==> src/design/bfr_pkg.sv <==
// Constants, register map and carrier types of the buck fault sequencer.
// Assumes a 40 MHz system clock; all counts derive from it.
package bfr_pkg;
  localparam int CLK_NS     = 25;
  localparam int RAMP_NS    = 4_000_000;
  localparam int TOUT_NS    = 4_800_000;
  localparam int SAMPLE_NS  = 4_000_000;
  localparam int BLANK_NS   = 200;
  localparam int RAMP_CYC   = RAMP_NS / CLK_NS;
  localparam int TOUT_CYC   = TOUT_NS / CLK_NS;
  localparam int SAMPLE_CYC = SAMPLE_NS / CLK_NS;
  localparam int BLANK_CYC  = (BLANK_NS + CLK_NS - 1) / CLK_NS;
  localparam int SP_STEP    = SAMPLE_CYC / 640;
  localparam int REF_STEPS  = 64;
  localparam int REF_W      = 6;
  localparam int SP_W       = 10;
  localparam int SP_MAX_MV  = 550;
  localparam int TMR_W      = 24;
  localparam int BLK_W      = 4;
  localparam int ADDR_W     = 8;
  localparam int IRQ_W      = 4;
  ////////////////////////////////////////////////////////////////////////////
  localparam logic [ADDR_W-1:0] ADDR_CTRL     = 8'h00;
  localparam logic [ADDR_W-1:0] ADDR_STATUS   = 8'h04;
  localparam logic [ADDR_W-1:0] ADDR_IRQ_STAT = 8'h08;
  localparam logic [ADDR_W-1:0] ADDR_IRQ_MASK = 8'h0C;
  localparam logic [ADDR_W-1:0] ADDR_SETPT    = 8'h10;
  localparam logic [1:0]        RESP_OK       = 2'h0;
  localparam logic [1:0]        RESP_SLVERR   = 2'h2;
  localparam int                CTRL_EN       = 0;
  localparam logic              CTRL_EN_RST   = 1'h1;
  localparam int                STS_ST_LSB    = 0;
  localparam int                STS_OC_LOCK   = 4;
  localparam int                STS_UV_LATCH  = 5;
  localparam int                STS_POWER_GOOD_FLAG     = 6;
  localparam int                STS_DUMMY_N   = 7;
  localparam int                IRQ_OC        = 0;
  localparam int                IRQ_UV        = 1;
  localparam int                IRQ_SS_OK     = 2;
  localparam int                IRQ_PG_LOSS   = 3;
  ////////////////////////////////////////////////////////////////////////////
  typedef enum logic [2:0] {
    ST_OFF, ST_SAMPLE, ST_SOFT, ST_RUN, ST_DUMMY, ST_UV_LATCH
  } bfr_state_t;
  typedef struct packed {
    logic enable;
    logic oc_trip;
    logic uv_trip;
    logic pg_bad;
    logic sp_cmp;
  } bfr_pins_t;
endpackage : bfr_pkg

==> src/design/bfr_sequencer.sv <==
// Overcurrent hiccup and undervoltage latch sequencer of a buck controller.
// Assumes comparator and enable pins are asynchronous; the PWM request is
// on I_CLK.
// Summary of operation
// - First low-side overcurrent trip drops both gates
// - Retry: two dummy time-outs, then soft-start
// - Trip during retry ramp restarts dummy pair
// - Clean soft-start leaves retry, resumes regulation
// - Retry period spans 9.6ms to 14.4ms
// - Shorted start-up handled as retry, guard active
// - Overcurrent guard cannot be disabled
// - Set point clamps between 0 and 550mV
// - Low-side gate undriven while sampling set point
// - Sense below 75 percent latches gates low
// - Undervoltage latch cleared only by reset
// - Undervoltage guard armed after soft-start only
// - Variant without guard never undervoltage latches
// - Earlier overcurrent trip blocks undervoltage latch
// - Power-good check stays active in every variant
// - Reference ramps digitally in steps over 4ms
// - Monitor from 200ns after low-side rise
// - Re-enable repeats set-point sample before soft-start
`timescale 1ns/100ps
module bfr_sequencer
  import bfr_pkg::*;
#(
  parameter int P_HAS_UV     = 1,
  parameter int P_TOUT_CYC   = bfr_pkg::TOUT_CYC,
  parameter int P_RAMP_CYC   = bfr_pkg::RAMP_CYC,
  parameter int P_SAMPLE_CYC = bfr_pkg::SAMPLE_CYC,
  parameter int P_SP_STEP    = bfr_pkg::SP_STEP
)(
  input  wire logic                      I_CLK,
  input  wire logic                      I_NRST,
  input  wire logic                      I_CE,
  input  wire bfr_pkg::bfr_pins_t        I_PINS,
  input  wire logic                      I_PWM_HS,
  output logic                           O_HS_GATE,
  output logic                           O_LS_GATE,
  output logic                           O_LS_GATE_OE,
  output logic [bfr_pkg::REF_W-1:0]      O_REF_CODE,
  output logic [bfr_pkg::SP_W-1:0]       O_SETPT_MV,
  output logic                           O_POWER_GOOD_FLAG,
  output logic                           O_IRQ,
  input  wire logic [bfr_pkg::ADDR_W-1:0] I_AXI_AWADDR,
  input  wire logic                      I_AXI_AWVALID,
  output logic                           O_AXI_AWREADY,
  input  wire logic [31:0]               I_AXI_WDATA,
  input  wire logic [3:0]                I_AXI_WSTRB,
  input  wire logic                      I_AXI_WVALID,
  output logic                           O_AXI_WREADY,
  output logic [1:0]                     O_AXI_BRESP,
  output logic                           O_AXI_BVALID,
  input  wire logic                      I_AXI_BREADY,
  input  wire logic [bfr_pkg::ADDR_W-1:0] I_AXI_ARADDR,
  input  wire logic                      I_AXI_ARVALID,
  output logic                           O_AXI_ARREADY,
  output logic [31:0]                    O_AXI_RDATA,
  output logic [1:0]                     O_AXI_RRESP,
  output logic                           O_AXI_RVALID,
  input  wire logic                      I_AXI_RREADY
);
  import bfr_pkg::*;

  localparam int STEP_CYC = P_RAMP_CYC / REF_STEPS;
  localparam logic [TMR_W-1:0] TOUT_END   = TMR_W'(P_TOUT_CYC - 1);
  localparam logic [TMR_W-1:0] SAMPLE_END = TMR_W'(P_SAMPLE_CYC - 1);
  localparam logic [TMR_W-1:0] STEP_END   = TMR_W'(STEP_CYC - 1);
  localparam logic [TMR_W-1:0] SP_DIV     = TMR_W'(P_SP_STEP);
  localparam logic [BLK_W-1:0] BLANK_END  = BLK_W'(BLANK_CYC);
  localparam logic [REF_W-1:0] REF_MAX    = REF_W'(REF_STEPS - 1);
  localparam logic [SP_W-1:0]  SP_MAX     = SP_W'(SP_MAX_MV);
  localparam int NPINS = $bits(bfr_pins_t);

  if (P_RAMP_CYC < REF_STEPS || P_TOUT_CYC < P_RAMP_CYC ||
      P_TOUT_CYC >= 2**TMR_W || P_SAMPLE_CYC < 1 || P_SP_STEP < 1 ||
      P_SAMPLE_CYC >= 2**TMR_W || BLANK_CYC >= 2**BLK_W)
  begin : g_bad_cfg
    $error("bfr_sequencer: unsupported timing parameters");
  end

  ////////////////////////////////////////////////////////////////////////////
  // Pin synchronisers
  logic [NPINS-1:0] pin_vec;
  bfr_pins_t        pins_s;
  for (genvar g = 0; g < NPINS; g++)
  begin : g_sync
    logic meta_reg;
    logic sync_reg;
    always_ff @(posedge I_CLK or negedge I_NRST)
    begin
      if (!I_NRST)
      begin
        meta_reg <= 1'b0;
        sync_reg <= 1'b0;
      end
      else if (I_CE)
      begin
        meta_reg <= I_PINS[g];
        sync_reg <= meta_reg;
      end
    end
    assign pin_vec[g] = sync_reg;
  end
  assign pins_s = bfr_pins_t'(pin_vec);

  ////////////////////////////////////////////////////////////////////////////
  // Sequencer state
  bfr_state_t       state_reg;
  bfr_state_t       state_next;
  logic [TMR_W-1:0] tmr_reg;
  logic             dummy_n_reg;
  logic             oc_lock_reg;
  logic             ctrl_en_reg;
  logic             hs_reg;
  logic             ls_reg;
  logic             ls_oe_reg;
  logic [BLK_W-1:0] blank_reg;
  logic             en_act;
  logic             oc_hit;
  logic             uv_hit;
  logic             tout_done;
  logic             ss_ok;

  assign en_act    = pins_s.enable & ctrl_en_reg;
  assign tout_done = (tmr_reg == TOUT_END);
  // Guard has no off switch; it acts only while the low side conducts, after blanking
  assign oc_hit    = ls_reg && (blank_reg == BLANK_END) &&
                     pins_s.oc_trip;
  assign uv_hit    = (P_HAS_UV != 0) && (state_reg == ST_RUN) &&
                     pins_s.uv_trip && !oc_hit &&
                     !oc_lock_reg;
  assign ss_ok     = (state_reg == ST_SOFT) && tout_done && !oc_hit &&
                     en_act;

  always_comb
  begin
    state_next = state_reg;
    unique case (state_reg)
      ST_OFF:
        if (en_act)
          state_next = ST_SAMPLE;
      ST_SAMPLE:
        if (tmr_reg == SAMPLE_END)
          state_next = ST_SOFT;
      ST_SOFT:
        if (oc_hit)
          state_next = ST_DUMMY;
        else if (tout_done)
          state_next = ST_RUN;
      ST_RUN:
        if (oc_hit)
          state_next = ST_DUMMY;
        else if (uv_hit)
          state_next = ST_UV_LATCH;
      ST_DUMMY:
        if (tout_done && dummy_n_reg)
          state_next = ST_SOFT;
      ST_UV_LATCH:
        state_next = ST_UV_LATCH;
    endcase
    if (!en_act && state_reg != ST_UV_LATCH)
      state_next = ST_OFF;
  end

  always_ff @(posedge I_CLK or negedge I_NRST)
  begin
    if (!I_NRST)
      state_reg <= ST_OFF;
    else if (I_CE)
      state_reg <= state_next;
  end

  // Shared timer for sampling, soft-start and dummy time-outs
  always_ff @(posedge I_CLK or negedge I_NRST)
  begin
    if (!I_NRST)
      tmr_reg <= '0;
    else if (I_CE)
    begin
      if (state_next != state_reg || (state_reg == ST_DUMMY && tout_done))
        tmr_reg <= '0;
      else
        tmr_reg <= tmr_reg + TMR_W'(1);
    end
  end

  always_ff @(posedge I_CLK or negedge I_NRST)
  begin
    if (!I_NRST)
      dummy_n_reg <= 1'b0;
    else if (I_CE)
    begin
      if (state_reg != ST_DUMMY)
        dummy_n_reg <= 1'b0;
      else if (tout_done)
        dummy_n_reg <= ~dummy_n_reg;
    end
  end

  always_ff @(posedge I_CLK or negedge I_NRST)
  begin
    if (!I_NRST)
      oc_lock_reg <= 1'b0;
    else if (I_CE)
    begin
      if (oc_hit)
        oc_lock_reg <= 1'b1;
      else if (ss_ok || state_reg == ST_OFF)
        oc_lock_reg <= 1'b0;
    end
  end

  ////////////////////////////////////////////////////////////////////////////
  // Gate drive and blanking
  always_ff @(posedge I_CLK or negedge I_NRST)
  begin
    if (!I_NRST)
    begin
      hs_reg    <= 1'b0;
      ls_reg    <= 1'b0;
      ls_oe_reg <= 1'b1;
    end
    else if (I_CE)
    begin
      ls_oe_reg <= (state_next != ST_SAMPLE);
      if ((state_next == ST_SOFT || state_next == ST_RUN) && !oc_hit)
      begin
        hs_reg <= I_PWM_HS;
        ls_reg <= ~I_PWM_HS;
      end
      else
      begin
        hs_reg <= 1'b0;
        ls_reg <= 1'b0;
      end
    end
  end

  always_ff @(posedge I_CLK or negedge I_NRST)
  begin
    if (!I_NRST)
      blank_reg <= '0;
    else if (I_CE)
    begin
      if (!ls_reg)
        blank_reg <= '0;
      else if (blank_reg != BLANK_END)
        blank_reg <= blank_reg + BLK_W'(1);
    end
  end

  ////////////////////////////////////////////////////////////////////////////
  // Reference ramp and set-point sampling
  logic [REF_W-1:0] ref_reg;
  logic [TMR_W-1:0] step_reg;
  logic [SP_W-1:0]  sp_reg;
  always_ff @(posedge I_CLK or negedge I_NRST)
  begin
    if (!I_NRST)
    begin
      ref_reg  <= '0;
      step_reg <= '0;
    end
    else if (I_CE)
    begin
      if (state_reg == ST_RUN)
        ref_reg <= REF_MAX;
      else if (state_reg != ST_SOFT)
      begin
        ref_reg  <= '0;
        step_reg <= '0;
      end
      else if (step_reg == STEP_END)
      begin
        step_reg <= '0;
        if (ref_reg != REF_MAX)
          ref_reg <= ref_reg + REF_W'(1);
      end
      else
        step_reg <= step_reg + TMR_W'(1);
    end
  end

  always_ff @(posedge I_CLK or negedge I_NRST)
  begin
    if (!I_NRST)
      sp_reg <= '0;
    else if (I_CE)
    begin
      if (state_reg == ST_OFF)
        sp_reg <= '0;
      else if (state_reg == ST_SAMPLE && !pins_s.sp_cmp &&
               (tmr_reg % SP_DIV) == '0 &&
               sp_reg != SP_MAX)
        sp_reg <= sp_reg + SP_W'(1);
    end
  end

  ////////////////////////////////////////////////////////////////////////////
  // Power good and interrupts
  logic             pg_reg;
  logic [IRQ_W-1:0] irq_stat_reg;
  logic [IRQ_W-1:0] irq_mask_reg;
  logic [IRQ_W-1:0] irq_ev;
  logic [IRQ_W-1:0] irq_clr;
  logic             irq_reg;
  logic             rd_take;

  always_ff @(posedge I_CLK or negedge I_NRST)
  begin
    if (!I_NRST)
      pg_reg <= 1'b0;
    else if (I_CE)
      pg_reg <= (state_reg == ST_RUN) && !pins_s.pg_bad &&
                !oc_hit;
  end

  always_comb
  begin
    irq_ev              = '0;
    irq_ev[IRQ_OC]      = oc_hit;
    irq_ev[IRQ_UV]      = uv_hit;
    irq_ev[IRQ_SS_OK]   = ss_ok;
    irq_ev[IRQ_PG_LOSS] = pg_reg && !((state_reg == ST_RUN) &&
                          !pins_s.pg_bad && !oc_hit);
    irq_clr = (rd_take && I_AXI_ARADDR == ADDR_IRQ_STAT) ?
              irq_stat_reg : '0;
  end

  always_ff @(posedge I_CLK or negedge I_NRST)
  begin
    if (!I_NRST)
    begin
      irq_stat_reg <= '0;
      irq_reg      <= 1'b0;
    end
    else if (I_CE)
    begin
      irq_stat_reg <= (irq_stat_reg & ~irq_clr) | irq_ev;
      irq_reg      <= |(irq_stat_reg & irq_mask_reg);
    end
  end

  ////////////////////////////////////////////////////////////////////////////
  // AXI4-Lite slave
  logic              aw_reg;
  logic              w_reg;
  logic [ADDR_W-1:0] awaddr_reg;
  logic [31:0]       wdata_reg;
  logic              wstrb0_reg;
  logic              bvalid_reg;
  logic [1:0]        bresp_reg;
  logic              rvalid_reg;
  logic [31:0]       rdata_reg;
  logic [1:0]        rresp_reg;
  logic              do_write;
  logic [31:0]       rd_mux;
  logic              rd_hit;

  assign O_AXI_AWREADY = I_CE && !aw_reg && !bvalid_reg;
  assign O_AXI_WREADY  = I_CE && !w_reg && !bvalid_reg;
  assign O_AXI_ARREADY = I_CE && !rvalid_reg;
  assign rd_take       = I_AXI_ARVALID && O_AXI_ARREADY;
  assign do_write      = aw_reg && w_reg && !bvalid_reg;

  always_ff @(posedge I_CLK or negedge I_NRST)
  begin
    if (!I_NRST)
    begin
      aw_reg     <= 1'b0;
      w_reg      <= 1'b0;
      awaddr_reg <= '0;
      wdata_reg  <= '0;
      wstrb0_reg <= 1'b0;
      bvalid_reg <= 1'b0;
      bresp_reg  <= RESP_OK;
    end
    else if (I_CE)
    begin
      if (I_AXI_AWVALID && O_AXI_AWREADY)
      begin
        aw_reg     <= 1'b1;
        awaddr_reg <= I_AXI_AWADDR;
      end
      if (I_AXI_WVALID && O_AXI_WREADY)
      begin
        w_reg      <= 1'b1;
        wdata_reg  <= I_AXI_WDATA;
        wstrb0_reg <= I_AXI_WSTRB[0];
      end
      if (do_write)
      begin
        aw_reg     <= 1'b0;
        w_reg      <= 1'b0;
        bvalid_reg <= 1'b1;
        bresp_reg  <= (awaddr_reg == ADDR_CTRL ||
                       awaddr_reg == ADDR_IRQ_MASK) ? RESP_OK : RESP_SLVERR;
      end
      else if (bvalid_reg && I_AXI_BREADY)
        bvalid_reg <= 1'b0;
    end
  end

  always_ff @(posedge I_CLK or negedge I_NRST)
  begin
    if (!I_NRST)
    begin
      ctrl_en_reg  <= CTRL_EN_RST;
      irq_mask_reg <= '0;
    end
    else if (I_CE && do_write && wstrb0_reg)
    begin
      if (awaddr_reg == ADDR_CTRL)
        ctrl_en_reg <= wdata_reg[CTRL_EN];
      if (awaddr_reg == ADDR_IRQ_MASK)
        irq_mask_reg <= wdata_reg[IRQ_W-1:0];
    end
  end

  always_comb
  begin
    rd_mux = '0;
    rd_hit = 1'b1;
    unique case (I_AXI_ARADDR)
      ADDR_CTRL:
        rd_mux[CTRL_EN] = ctrl_en_reg;
      ADDR_STATUS:
      begin
        rd_mux[STS_ST_LSB +: 3] = state_reg;
        rd_mux[STS_OC_LOCK]     = oc_lock_reg;
        rd_mux[STS_UV_LATCH]    = (state_reg == ST_UV_LATCH);
        rd_mux[STS_POWER_GOOD_FLAG]       = pg_reg;
        rd_mux[STS_DUMMY_N]     = dummy_n_reg;
      end
      ADDR_IRQ_STAT:
        rd_mux[IRQ_W-1:0] = irq_stat_reg;
      ADDR_IRQ_MASK:
        rd_mux[IRQ_W-1:0] = irq_mask_reg;
      ADDR_SETPT:
        rd_mux[SP_W-1:0] = sp_reg;
      default:
        rd_hit = 1'b0;
    endcase
  end

  always_ff @(posedge I_CLK or negedge I_NRST)
  begin
    if (!I_NRST)
    begin
      rvalid_reg <= 1'b0;
      rdata_reg  <= '0;
      rresp_reg  <= RESP_OK;
    end
    else if (I_CE)
    begin
      if (rd_take)
      begin
        rvalid_reg <= 1'b1;
        rdata_reg  <= rd_mux;
        rresp_reg  <= rd_hit ? RESP_OK : RESP_SLVERR;
      end
      else if (rvalid_reg && I_AXI_RREADY)
        rvalid_reg <= 1'b0;
    end
  end

  assign O_HS_GATE    = hs_reg;
  assign O_LS_GATE    = ls_reg;
  assign O_LS_GATE_OE = ls_oe_reg;
  assign O_REF_CODE   = ref_reg;
  assign O_SETPT_MV   = sp_reg;
  assign O_POWER_GOOD_FLAG      = pg_reg;
  assign O_IRQ        = irq_reg;
  assign O_AXI_BVALID = bvalid_reg;
  assign O_AXI_BRESP  = bresp_reg;
  assign O_AXI_RVALID = rvalid_reg;
  assign O_AXI_RDATA  = rdata_reg;
  assign O_AXI_RRESP  = rresp_reg;
endmodule : bfr_sequencer

==> config.mk <==
export PLATFORM = sky130hd
export DESIGN_NAME = bfr_sequencer
export DESIGN_NICKNAME = d
export VERILOG_FILES = /design/src/design/bfr_pkg.sv /design/src/design/bfr_sequencer.sv
export SDC_FILE = /design/constraint.sdc
export NUM_CORES = 1
export LEC_CHECK = 0
export BUFFER_PORTS_ARGS = -buffer_cell sky130_fd_sc_hd__buf_4
export CORE_UTILIZATION = 50
export DETAILED_ROUTE_END_ITERATION = 8
export GPL_TIMING_DRIVEN = 0
export PLACE_DENSITY = 0.68
export SLEW_MARGIN = 20
export SYNTH_ARGS = -nofsm -noshare
export SYNTH_HDL_FRONTEND = slang
export SYNTH_SLANG_ARGS = --single-unit
==> constraint.sdc <==
create_clock -name I_CLK -period 13 [get_ports I_CLK]
set_input_delay 1.3 -clock I_CLK [delete_from_list [all_inputs] [get_ports I_CLK]]
set_output_delay 1.3 -clock I_CLK [all_outputs]
set_load 0.01 [all_outputs]
Yosys cells after proc, flatten, opt, wreduce, memory -nomap -nowiden
Index checks and enable logic that the tools add are counted.

storage, ports and cells
  bits in registers = 128
  input port bits = 66
  output and inout bits = 62
  word-level logic and storage cells = 196

cells by class
  add/sub/neg operators = 5
  div/mod/pow operators = 1
  equality and inequality tests = 25
  multiplexer cells = 43
  bitwise gates (word level) = 8
  reduce and logical (&&, ||, !) cells = 78

operators by type and width
  kind                                                    number
  2-to-1 mux 24 bit                                       3
  adder 24 x 1 -> 24 bit, second input constant           2
  equality test 24 x 18 -> 1 bit, second input constant   2
  logical AND 1 bit                                       33
  AND reduction 2 bit                                     15
  equality test 24 x 12 -> 1 bit, second input constant   1
  equality test 8 x 4 -> 1 bit, second input constant     3
  zero test 24 bit                                        1
  remainder unit 24 x 8 -> 24 bit, second input constant  1
  2-to-1 mux 3 bit                                        8
  2-to-1 mux 6 bit                                        4
  2-to-1 mux 10 bit                                       2
  case mux 3 bit (6 select lines)                         1
  zero test 8 bit                                         2
  2-to-1 mux 1 bit                                        15
  nonzero test 2 bit                                      7
  equality test 3 x 2 -> 1 bit, second input constant     4
  2-to-1 mux 4 bit                                        3
  adder 10 x 1 -> 10 bit, second input constant           1
  zero test 1 bit                                         10
  != test 10 bit, second input constant                   1
  bitwise AND 4 bit                                       2
  equality test 8 x 3 -> 1 bit, second input constant     1
  equality test 8 x 5 -> 1 bit, second input constant     1
  other kinds (27)                                        37

Longest topological paths before layout
Gate-level depths: netlist of run 1.

  word-level depth = 14
  mapped depth = 54
  gate-level depth less buffers = 44

Least setup slack after synthesis of run 1
No wires, ideal clock.

  path kind = register -> register
  start = reg tmr_reg[16]
  end = reg sp_reg[2] (netlist: O_SETPT_MV[2])
  setup time = 0.078 ns
  arrival time = 11.249 ns
  data required time = 12.922 ns
  setup slack = 1.674 ns
  cell stages (with the launch flop) = 50
  path buffers = 9
  period minus slack after synthesis = 11.326 ns
  cell sequence = dfrtp_1 buf_2 buf_2 nor3b_2 o21ai_1 a211o_1 o211ai_1 a21oi_1 o211a_1 buf_2 or3_1 o211ai_1 o211ai_1 buf_2 o22ai_1 nor3_1 or4_4 o41ai_4 [14 not listed] buf_4 nor4b_2 a211oi_1 o221ai_2 nand2_1 o31a_1 or2_1 buf_2 nor2_1 xnor2_1 inv_1 ha_1 or2_2 a211o_1 a2111o_1 buf_6 or4_1 a21oi_1

on the way
  word-level cells in the longest chain between the ends = 6

RTL lines
  item                                  RTL line              source
  from (decl)                           bfr_sequencer.sv:111  logic [TMR_W-1:0] tmr_reg;
  from (signal assigned)                bfr_sequencer.sv:184  tmr_reg <= tmr_reg + TMR_W'(1);
  remainder unit 24 x 8 -> 24 bit       bfr_sequencer.sv:294  (tmr_reg % SP_DIV) == '0 &&
  zero test 24 bit                      bfr_sequencer.sv:294
  logical AND 1 bit                     bfr_sequencer.sv:293  else if (state_reg == ST_SAMPLE && !pins_s.sp_cmp &&
  logical AND 1 bit                     bfr_sequencer.sv:294
  nonzero test 2 bit (no source line)   n/a
  AND reduction 2 bit (no source line)  n/a
  to (signal assigned)                  bfr_sequencer.sv:296  sp_reg <= sp_reg + SP_W'(1);
  to (decl)                             bfr_sequencer.sv:257  logic [SP_W-1:0] sp_reg;

No other way between the ends.
A chain may end at the register's enable or synchronous reset.

Worst setup path after layout of run 1
Ends and elaborated chain as after synthesis.

==> metrics, run 1 <==
count of cells along the worst hold path 2; Slowest cell on crit path or4_4; overall routing resource usage 26.5%; Worst EP arrival around 13000 ps; floorplan core area about 23000 um^2; xor/xnor share of the synthesized area roughly 4.6%; largest net degree at the start of global routing 83; number of buffers between clock root and the deepest sink 2; via count between 10000 and 15000; beginning of the worst register-to-register path tmr_reg[16]; unique cell type count in the Yosys netlist between 100 and 150; cell type with the highest occurrence count on the critical path buf_4; pin slew with the least headroom to its limit 822 ps; compound-gate portion of the synthesized area roughly 30%; synthesized netlist cell count between 1000 and 1500; shortest clock period the worst path allows after layout roughly 13000 ps; cell area after technology mapping around 12000 um^2; clock transition at the registers of the reported paths about 60 ps; first drt pass iteration count 5; largest fanout on the critical path 10; number of nets still failing antenna checks after routing 0; number of pins exceeding their max-slew limit in the final report 0; data required time of the worst path between 10000 and 15000 ps; max incr delay on CP roughly 560 ps; part of the Yosys area used for sequential elements 27.0%; number of setup violations in the final report 0; total count of hold-check failures in the final report 0; total inserted antenna cells 0; Pwr Density 77.6 nW/um^2; final estimated routing congestion in global placement between 0.9 and 1; number of global-route vias before repair roughly 11000; number of DRC violations after detailed-routing iteration 0 a little under 900; destination of the worst hold path O_AXI_RDATA[8]; Area growth syn-to-layout 20.8%; Worst Hold Class reg -> reg; most area-consuming cells after synthesis dfrtp_1, nand2_1, nor2_1; setup slack of the worst register-to-register path 300 ps; via density per instance 6.07; Peak Freq just under 80 MHz; final routed wire length divided by cell count between 15 and 20 um; average size of a mapped cell 7.98 um^2; worst skew pair latency approximately 440 ps; area share of and/or/nand/nor cells after synthesis 24.4%; DRC violations left 0; clock tree from TritonCTS done; Die X approximately 150 um; Reg area between 3000 and 4000 um^2; most instantiated library cell after synthesis nand2_1; NumNets Final 1695; number of antenna violations at the first check in global routing 0; HPWL after detailed placement approximately 23 mm; total area of multi-input combinational cells around 8400 um^2; area share of the largest cell type after synthesis about a quarter; H-tree levels 4; multiplexer area fraction after synthesis around 6.2%; register bit count reported by yosys between 100 and 150; final core occ between 60% and 70%; wire length after detailed routing roughly 33 mm; maximum ir drop on the vdd rail ~130 uV; post-layout total power ~1.1 mW; height of the chip between 150 and 200 um; count of warnings emitted by yosys 0; number of port buffers between 70 and 80; capture point of the worst reg-to-reg path O_SETPT_MV[2]; result of the run finished, final reports clean; Worst Reg2Reg Path Length in Cells 53; pre-CTS setup slack -394 ps; Hold Crit Start O_AXI_RDATA[8]; MaxCap Viol Count 0; minimum setup slack in the final design between 200 and 300 ps; largest family of logic cells by synthesized area compound AO/OA/AOI/OAI gates; Clock Root Buffer clkbuf_16; crit path capture type register; share of synthesized registers carrying an async set or reset 100%; setup tns final 0 ps; fill cell instance count of the final layout around 2000; Worst Hold Slack roughly 500 ps; number of placement rows 55; leading post-synthesis cells by instance count nand2_1, nor2_1, dfrtp_1; gr ovfl total 0; number of enable flip-flop cells after synthesis 0; leading register cell type out of synthesis dfrtp_1; io pins roughly 130; clock skew after layout about 14 ps; critical path type reg -> reg; share of the clock period used by the worst path 97.7%; # clock sinks between 100 and 150; leakage power between 5 and 6 nW; initial core utilization about half; synthesized-area fraction occupied by adder cells 1.86%; startpoint class of the critical path register; fraction of final layout cells with drive strength greater than 1 22.6%; area of the die 24000 um^2; global-route wire length before repair around 53 mm; number of CTS-inserted buffers 17; relative slew slack 44.8%; area leader, netlist dfrtp_1; hold buffer count at cts 0
-- cell usage in the layout, fill, tap and decap left out, types with 31 or more instances in the layout --
cell type,instances
o21ai_0,93
nand3_1,53
nand4_1,31
nand2_1,163
dfrtp_1,123
xnor2_1,46
mux2_2,38
clkbuf_1,45
nor2_1,134
buf_4,138
a21oi_1,68
inv_1,37
-- critical path, delay by kind of cell, from the launching register on --
family,cells,cell delay [ps]
muxes,2,520
DFF,1,330
and+or+nand+nor,13,3290
adders and majority gates,2,590
AOI/OAI and AO/OA,23,5610
buffers and inverters,11,1900
xor gates and xnor gates,2,380
-- layer usage --
layer  GRT usage [%]  share of wire (%)  wire [um]
met1            36.0                 46      14800
met3            3.93                4.9       1580
met2            44.0                 48      15700
met5               0                  0          0
met4            6.60                1.4        443
-- how the worst max path moves through the flow --
stage / depth (start not counted) / slack [ps] / startpoint / to
3_5_place_dp: 48 / -390 / tmr_reg[22] / O_SETPT_MV[0]
2_1_floorplan: 49 / 1670 / tmr_reg[16] / O_SETPT_MV[2]
3_3_place_gp: 48 / -280 / tmr_reg[22] / O_SETPT_MV[0]
6_report: 53 / 300 / tmr_reg[16] / O_SETPT_MV[2]
4_1_cts: 50 / 7 / tmr_reg[22] / O_SETPT_MV[2]
5_1_grt: 53 / -220 / tmr_reg[17] / O_SETPT_MV[2]
-- cell type report --
| type | count | area share, % |
|---|---|---|
| Multi-Input combinational cell | 1216 | 59.4 |
| Sequential cell | 126 | 22.3 |
| Timing Repair Buffer | 111 | 6.12 |
| Buffer | 105 | 4.06 |
| Clock buffer | 18 | 3.04 |
| Tap cell | 313 | 2.77 |
| Clock inverter | 13 | 1.18 |
| Inverter | 41 | 1.09 |
-- kinds of logic after synthesis --
group,Yosys count
other cells,1
buf+inv,147
mux,66
simple gates,575
xor+xnor,62
compound gates,469
flops,126
fa+ha+maj,19
-- what timing repair did --
item	in CTS	in global routing
pin swaps	1	34
gates cloned	0	1
setup endpoints to repair	10	10
gates resized for setup	6	101
buffers inserted	2	37
-- power by group --
group          switching [mW]  internal (mW)
logic                  0.0757         0.0702
clock network           0.187          0.301
registers              0.0312          0.431
-- per-stage QoR --
step	std cells	cell area, um^2
after floorplan	1488	11800
final	1943	14100
after global placement	1872	12700
after global routing	1943	14100
after CTS	1906	13400
after detailed placement	1873	12700
No activity file was read; power rests on OpenSTA's default activity.
==> inputs of run 2 (changes only) <==
Settings changed: PLACE_DENSITY 0.68 to 0.7.
==> run 2 against run 1 <==
Net effect: core utilization grew 0.91 points; first-iteration DRC count increased by 6.9%; clock skew is 7.4 ps lower; sequential power is essentially flat; sequential share of layout area shrank 0.32 points; hold slack got worse by 4.9 ps; largest cell class unchanged; highest routed layer unchanged.
==> metrics, run 2 (synthesized netlist as in run 1, its figures left out) <==
critical path type reg -> reg; total non-filler cell area in the finished layout about 14000 um^2; Pwr Density about 74 nW/um^2; Die X 155 um; Worst Hold Class reg -> reg; worst skew pair latency about 420 ps; final core occ 62.9%; initial core utilization 51.4%; number of buffers between clock root and the deepest sink 2; DRC violations left 0; result of the run finished, final reports clean; highest-count cells in the layout ignoring fill and taps nand2_1, buf_4, nor2_1; MaxCap Viol Count 0; NumNets Final roughly 1700; Clock power frac approximately 43%; wire length after detailed routing ~33 mm; via density per instance 6.18; fraction of final layout cells with drive strength greater than 1 a little under a quarter; number of placement rows 55; io pins ~130; largest net degree at the start of global routing just over 70; maximum ir drop on the vdd rail 132 uV; number of pins exceeding their max-slew limit in the final report 0; overall routing resource usage a little over a quarter; Hold Crit Start O_AXI_BRESP[1]; largest fanout on the critical path 10; gr ovfl total 0; pin slew with the least headroom to its limit between 800 and 900 ps; data required time of the worst path around 13000 ps; Area growth syn-to-layout 22.6%; total inserted antenna cells 0; H-tree levels 4; setup slack of the worst register-to-register path 380 ps; # clock sinks 126; dpl cell area about 13000 um^2; Int Pwr ~0.77 mW; net load switching power roughly 0.30 mW; clock transition at the registers of the reported paths 60 ps; Clock Root Buffer clkbuf_16; number of global-route vias before repair approximately 11000; most common cell after layout, fill and taps aside nand2_1; sequential power share a little over two fifths; beginning of the worst register-to-register path tmr_reg[16]; number of antenna violations at the first check in global routing 0; number of DRC violations after detailed-routing iteration 0 between 900 and 1000; Slowest cell on crit path or4_4; Worst EP arrival approximately 13000 ps; final estimated routing congestion in global placement ~0.93; startpoint class of the critical path register; cell type with the highest occurrence count on the critical path buf_4; shortest clock period the worst path allows after layout 12620 ps; start point of the critical path tmr_reg[16]; relative slew slack a little over two fifths; clock skew after layout around 6.3 ps; first drt pass iteration count 8; height of the chip ~150 um; total count of hold-check failures in the final report 0; crit path capture type register; Comb pwr share between 10% and 20%; final routed wire length divided by cell count around 17 um; HPWL after detailed placement roughly 24 mm; number of CTS-inserted buffers 17; leakage power ~5.7 nW; Peak Freq approximately 80 MHz; number of nets still failing antenna checks after routing 0; clock tree from TritonCTS done; number of setup violations in the final report 0; met3 track demand over resource 3.68%; met2 track demand over resource in global routing about 44%; share of the clock period used by the worst path between 90% and 100%; max incr delay on CP approximately 550 ps; grt peak-use layer met2; GRT met1 Usage a little over a third; Switching Fraction between 20% and 30%; via count roughly 12000; hold buffer count at cts 0; number of port buffers 71; setup tns final 0 ps; floorplan core area ~23000 um^2; area of the die approximately 24000 um^2; global-route wire length before repair roughly 53 mm
[run 2: cell count changes in the layout (fill, tap and decap cells not counted), sizes merged]
cell      delta
inv          +3
a21oi        +1
clkinv       +1
clkbuf       -3
bufinv       -2
buf         +15
clkinvlp     -1
[run 2: timing repair]
action	CTS	global route
gates cloned	0	2
pin swaps	2	39
gates resized for setup	7	120
endpoints found under the setup margin	10	10
buffers inserted	4	47
[run 2: power by group through the flow]
stage / clock network [mW] / logic [mW] / registers, mW
global placement: 0 / 0.143 / 0.467
finish: 0.458 / 0.147 / 0.463
floorplan: 0 / 0.0921 / 0.462
detailed placement: 0 / 0.148 / 0.469
CTS: 0.464 / 0.149 / 0.462
global route: 0.481 / 0.163 / 0.467
[run 2: critical path: cells and delay by family (launching register included)]
kind,cells,cell delay (ps)
flops,1,360
xor+xnor,1,150
mux,2,520
fa+ha+maj,1,220
buf+inv,12,2110
simple gates,13,3480
compound gates,25,5710
[run 2: final timing paths]
check                                      end  cells past startpoint
worst min register to register  O_AXI_BRESP[1]                      1
worst max register to register   O_SETPT_MV[2]                     54
max in group asynchronous          ctrl_en_reg                      2
worst min-delay path            O_AXI_BRESP[1]                      1
min in group asynchronous           tmr_reg[3]                      1
worst max-delay path             O_SETPT_MV[2]                     54
[run 2: cell type report]
class / instances / area, um^2
Multi-Input combinational cell: 1217 / 8530
Clock buffer: 18 / 429
Buffer: 105 / 568
Timing Repair Buffer: 123 / 973
Tap cell: 313 / 392
Sequential cell: 126 / 3160
Clock inverter: 14 / 136
Fill cell: 1993 / 8440
Inverter: 41 / 154
[run 2: per-stage QoR]
stage / cells / power, mW / hold WS [ps] / setup slack, ps
after detailed placement: 1873 / 0.617 / 472 / -446
after global placement: 1872 / 0.610 / 471 / -276
after floorplan: 1488 / 0.554 / 452 / 1670
after CTS: 1909 / 1.07 / 488 / 39.2
final: 1957 / 1.07 / 485 / 378
after global routing: 1957 / 1.11 / 500 / -184
[run 2: metal layers]
layer | wire length (um) | vias to the layer above | share of wire (%)
met5 | 0 | - | 0
met4 | 467 | 0 | 1.4
met3 | 1700 | 57 | 5.1
met2 | 16000 | 386 | 48
met1 | 15100 | 5820 | 45
li1 | - | 5824 | -
==> inputs of run 3 (changes only) <==
Settings changed: MAX_ROUTING_LAYER set to met4.
==> run 3 against run 2 <==
Net effect: combinational power is essentially flat; design area shrank 1.2%; critical path depth shrank 1; count of clock-buffer cells in the layout grew 3; flip-flop and latch count is the same; hold slack gained 1.2 ps; worst setup slack gained 16 ps; die area is the same; clock power grew 8.1%; largest power group is now the clock network.
==> metrics, run 3 (synthesized netlist as in run 1, its figures left out) <==
crit path capture type register; via density per instance approximately 6.2; number of placement rows 55; # clock sinks 126; capture point of the worst reg-to-reg path O_SETPT_MV[2]; setup slack of the worst register-to-register path roughly 400 ps; largest fanout on the critical path 10; clock tree from TritonCTS done; gr ovfl total 0; number of port buffers 71; final estimated routing congestion in global placement 0.943; relative slew slack a little under half; DRC violations left 0; destination of the worst hold path O_AXI_RDATA[1]; clock transition at the registers of the reported paths roughly 60 ps; number of setup violations in the final report 0; grt peak-use layer met2; wire length after detailed routing between 30 and 40 mm; Area growth syn-to-layout 21.1%; fraction of final layout cells with drive strength greater than 1 ~23%; post-layout total power about 1.1 mW; MaxCap Viol Count 0; first drt pass iteration count 6; Worst EP arrival 12950 ps; worst skew pair latency 420 ps; result of the run finished, final reports clean; highest-count cells in the layout ignoring fill and taps nand2_1, buf_4, nor2_1; Clock Root Buffer clkbuf_16; HPWL after detailed placement 23.5 mm; number of buffers between clock root and the deepest sink 2; H-tree levels 4; hold buffer count at cts 0; global-route wire length before repair roughly 53 mm; data required time of the worst path between 10000 and 15000 ps; Worst Hold Class reg -> reg; Hold Crit Start O_AXI_RDATA[1]; most common cell after layout, fill and taps aside nand2_1; beginning of the worst register-to-register path tmr_reg[22]; height of the chip approximately 150 um; met3 track demand over resource under 10%; setup tns final 0 ps; Pwr Density 77.9 nW/um^2; met2 track demand over resource in global routing 43.6%; largest net degree at the start of global routing 65; number of DRC violations after detailed-routing iteration 0 973; maximum ir drop on the vdd rail approximately 100 uV; number of nets still failing antenna checks after routing 0; leakage power ~5.6 nW; final routed wire length divided by cell count between 15 and 20 um; Slowest cell on crit path or4_4; floorplan core area approximately 23000 um^2; total inserted antenna cells 0; Peak Freq just under 80 MHz; number of pins exceeding their max-slew limit in the final report 0; io pins about 130; Worst Hold Slack 486 ps; total count of hold-check failures in the final report 0; NumNets Final 1697; share of the clock period used by the worst path 97.0%; GRT met1 Usage ~36%; number of CTS-inserted buffers 17; max incr delay on CP 570 ps; via count between 10000 and 15000; initial core utilization a little over 50%; pin slew with the least headroom to its limit between 700 and 800 ps; Worst Reg2Reg Path Length in Cells 53; Die X between 150 and 200 um; shortest clock period the worst path allows after layout 12610 ps; count of cells along the worst hold path 2; number of antenna violations at the first check in global routing 0; critical path type reg -> reg; area of the die between 20000 and 25000 um^2; cell type with the highest occurrence count on the critical path buf_4; overall routing resource usage 27.1%; startpoint class of the critical path register; clock skew after layout 9.79 ps; number of global-route vias before repair 10800
[run 3: cell count changes in the layout (fill, tap and decap cells not counted), sizes merged]
cell,change
inv,-5
clkinv,-3
clkbuf,+6
buf,-14
a31oi,+1
a21oi,-1
bufinv,+2
clkinvlp,+1
[run 3: what timing repair did]
item	4_1_cts	5_1_grt
endpoints found under the hold margin	0	0
endpoints found under the setup margin	10	10
gates cloned	0	2
pin swaps	1	36
buffers inserted	3	37
resized for setup	5	101
[run 3: critical path: cells and delay by family, from the launching register on]
family,cells,cell delay (ps)
flops,1,320
fa+ha+maj,2,570
xor+xnor,2,230
compound gates,23,5440
buf+inv,11,2120
mux,3,900
simple gates,12,2950
[run 3: area by class of cell]
cell class / count / area (um^2)
Inverter: 41 / 154
Buffer: 105 / 567
Sequential cell: 126 / 3160
Fill cell: 1992 / 8610
Clock buffer: 21 / 480
Tap cell: 313 / 392
Clock inverter: 9 / 135
Timing Repair Buffer: 112 / 868
Multi-Input combinational cell: 1217 / 8420
[run 3: routing by layer]
layer,part of all wire [%],up-vias
li1,-,5780
met1,45,5756
met2,48,405
met3,5.7,48
met4,1.3,0
met5,0,-
[run 3: through the flow]
step                area (um^2)  std cells  utilization (%)  setup WS (ps)
detailed placement        12700       1873             55.9           -372
global route              14200       1944             62.2           -256
finish                    14200       1944             62.2            394
floorplan                 11800       1488                -           1670
global placement          12700       1872             55.8           -287
CTS                       13400       1906             58.9           16.1
[run 3: worst max-delay path by stage]
| stage | startpoint | endpoint | slack (ps) | depth (start not counted) |
|---|---|---|---|---|
| 2_1_floorplan | tmr_reg[16] | O_SETPT_MV[2] | 1670 | 49 |
| 3_3_place_gp | tmr_reg[22] | O_SETPT_MV[0] | -290 | 48 |
| 3_5_place_dp | tmr_reg[22] | O_SETPT_MV[0] | -370 | 48 |
| 4_1_cts | tmr_reg[22] | O_SETPT_MV[0] | 20 | 50 |
| 5_1_grt | tmr_reg[16] | O_SETPT_MV[2] | -260 | 51 |
| 6_report | tmr_reg[22] | O_SETPT_MV[2] | 390 | 53 |
[run 3: power breakdown]
part	total [mW]	switching (mW)	internal, mW
clock	0.495	0.175	0.320
combinational	0.147	0.0768	0.0702
sequential	0.462	0.0306	0.431
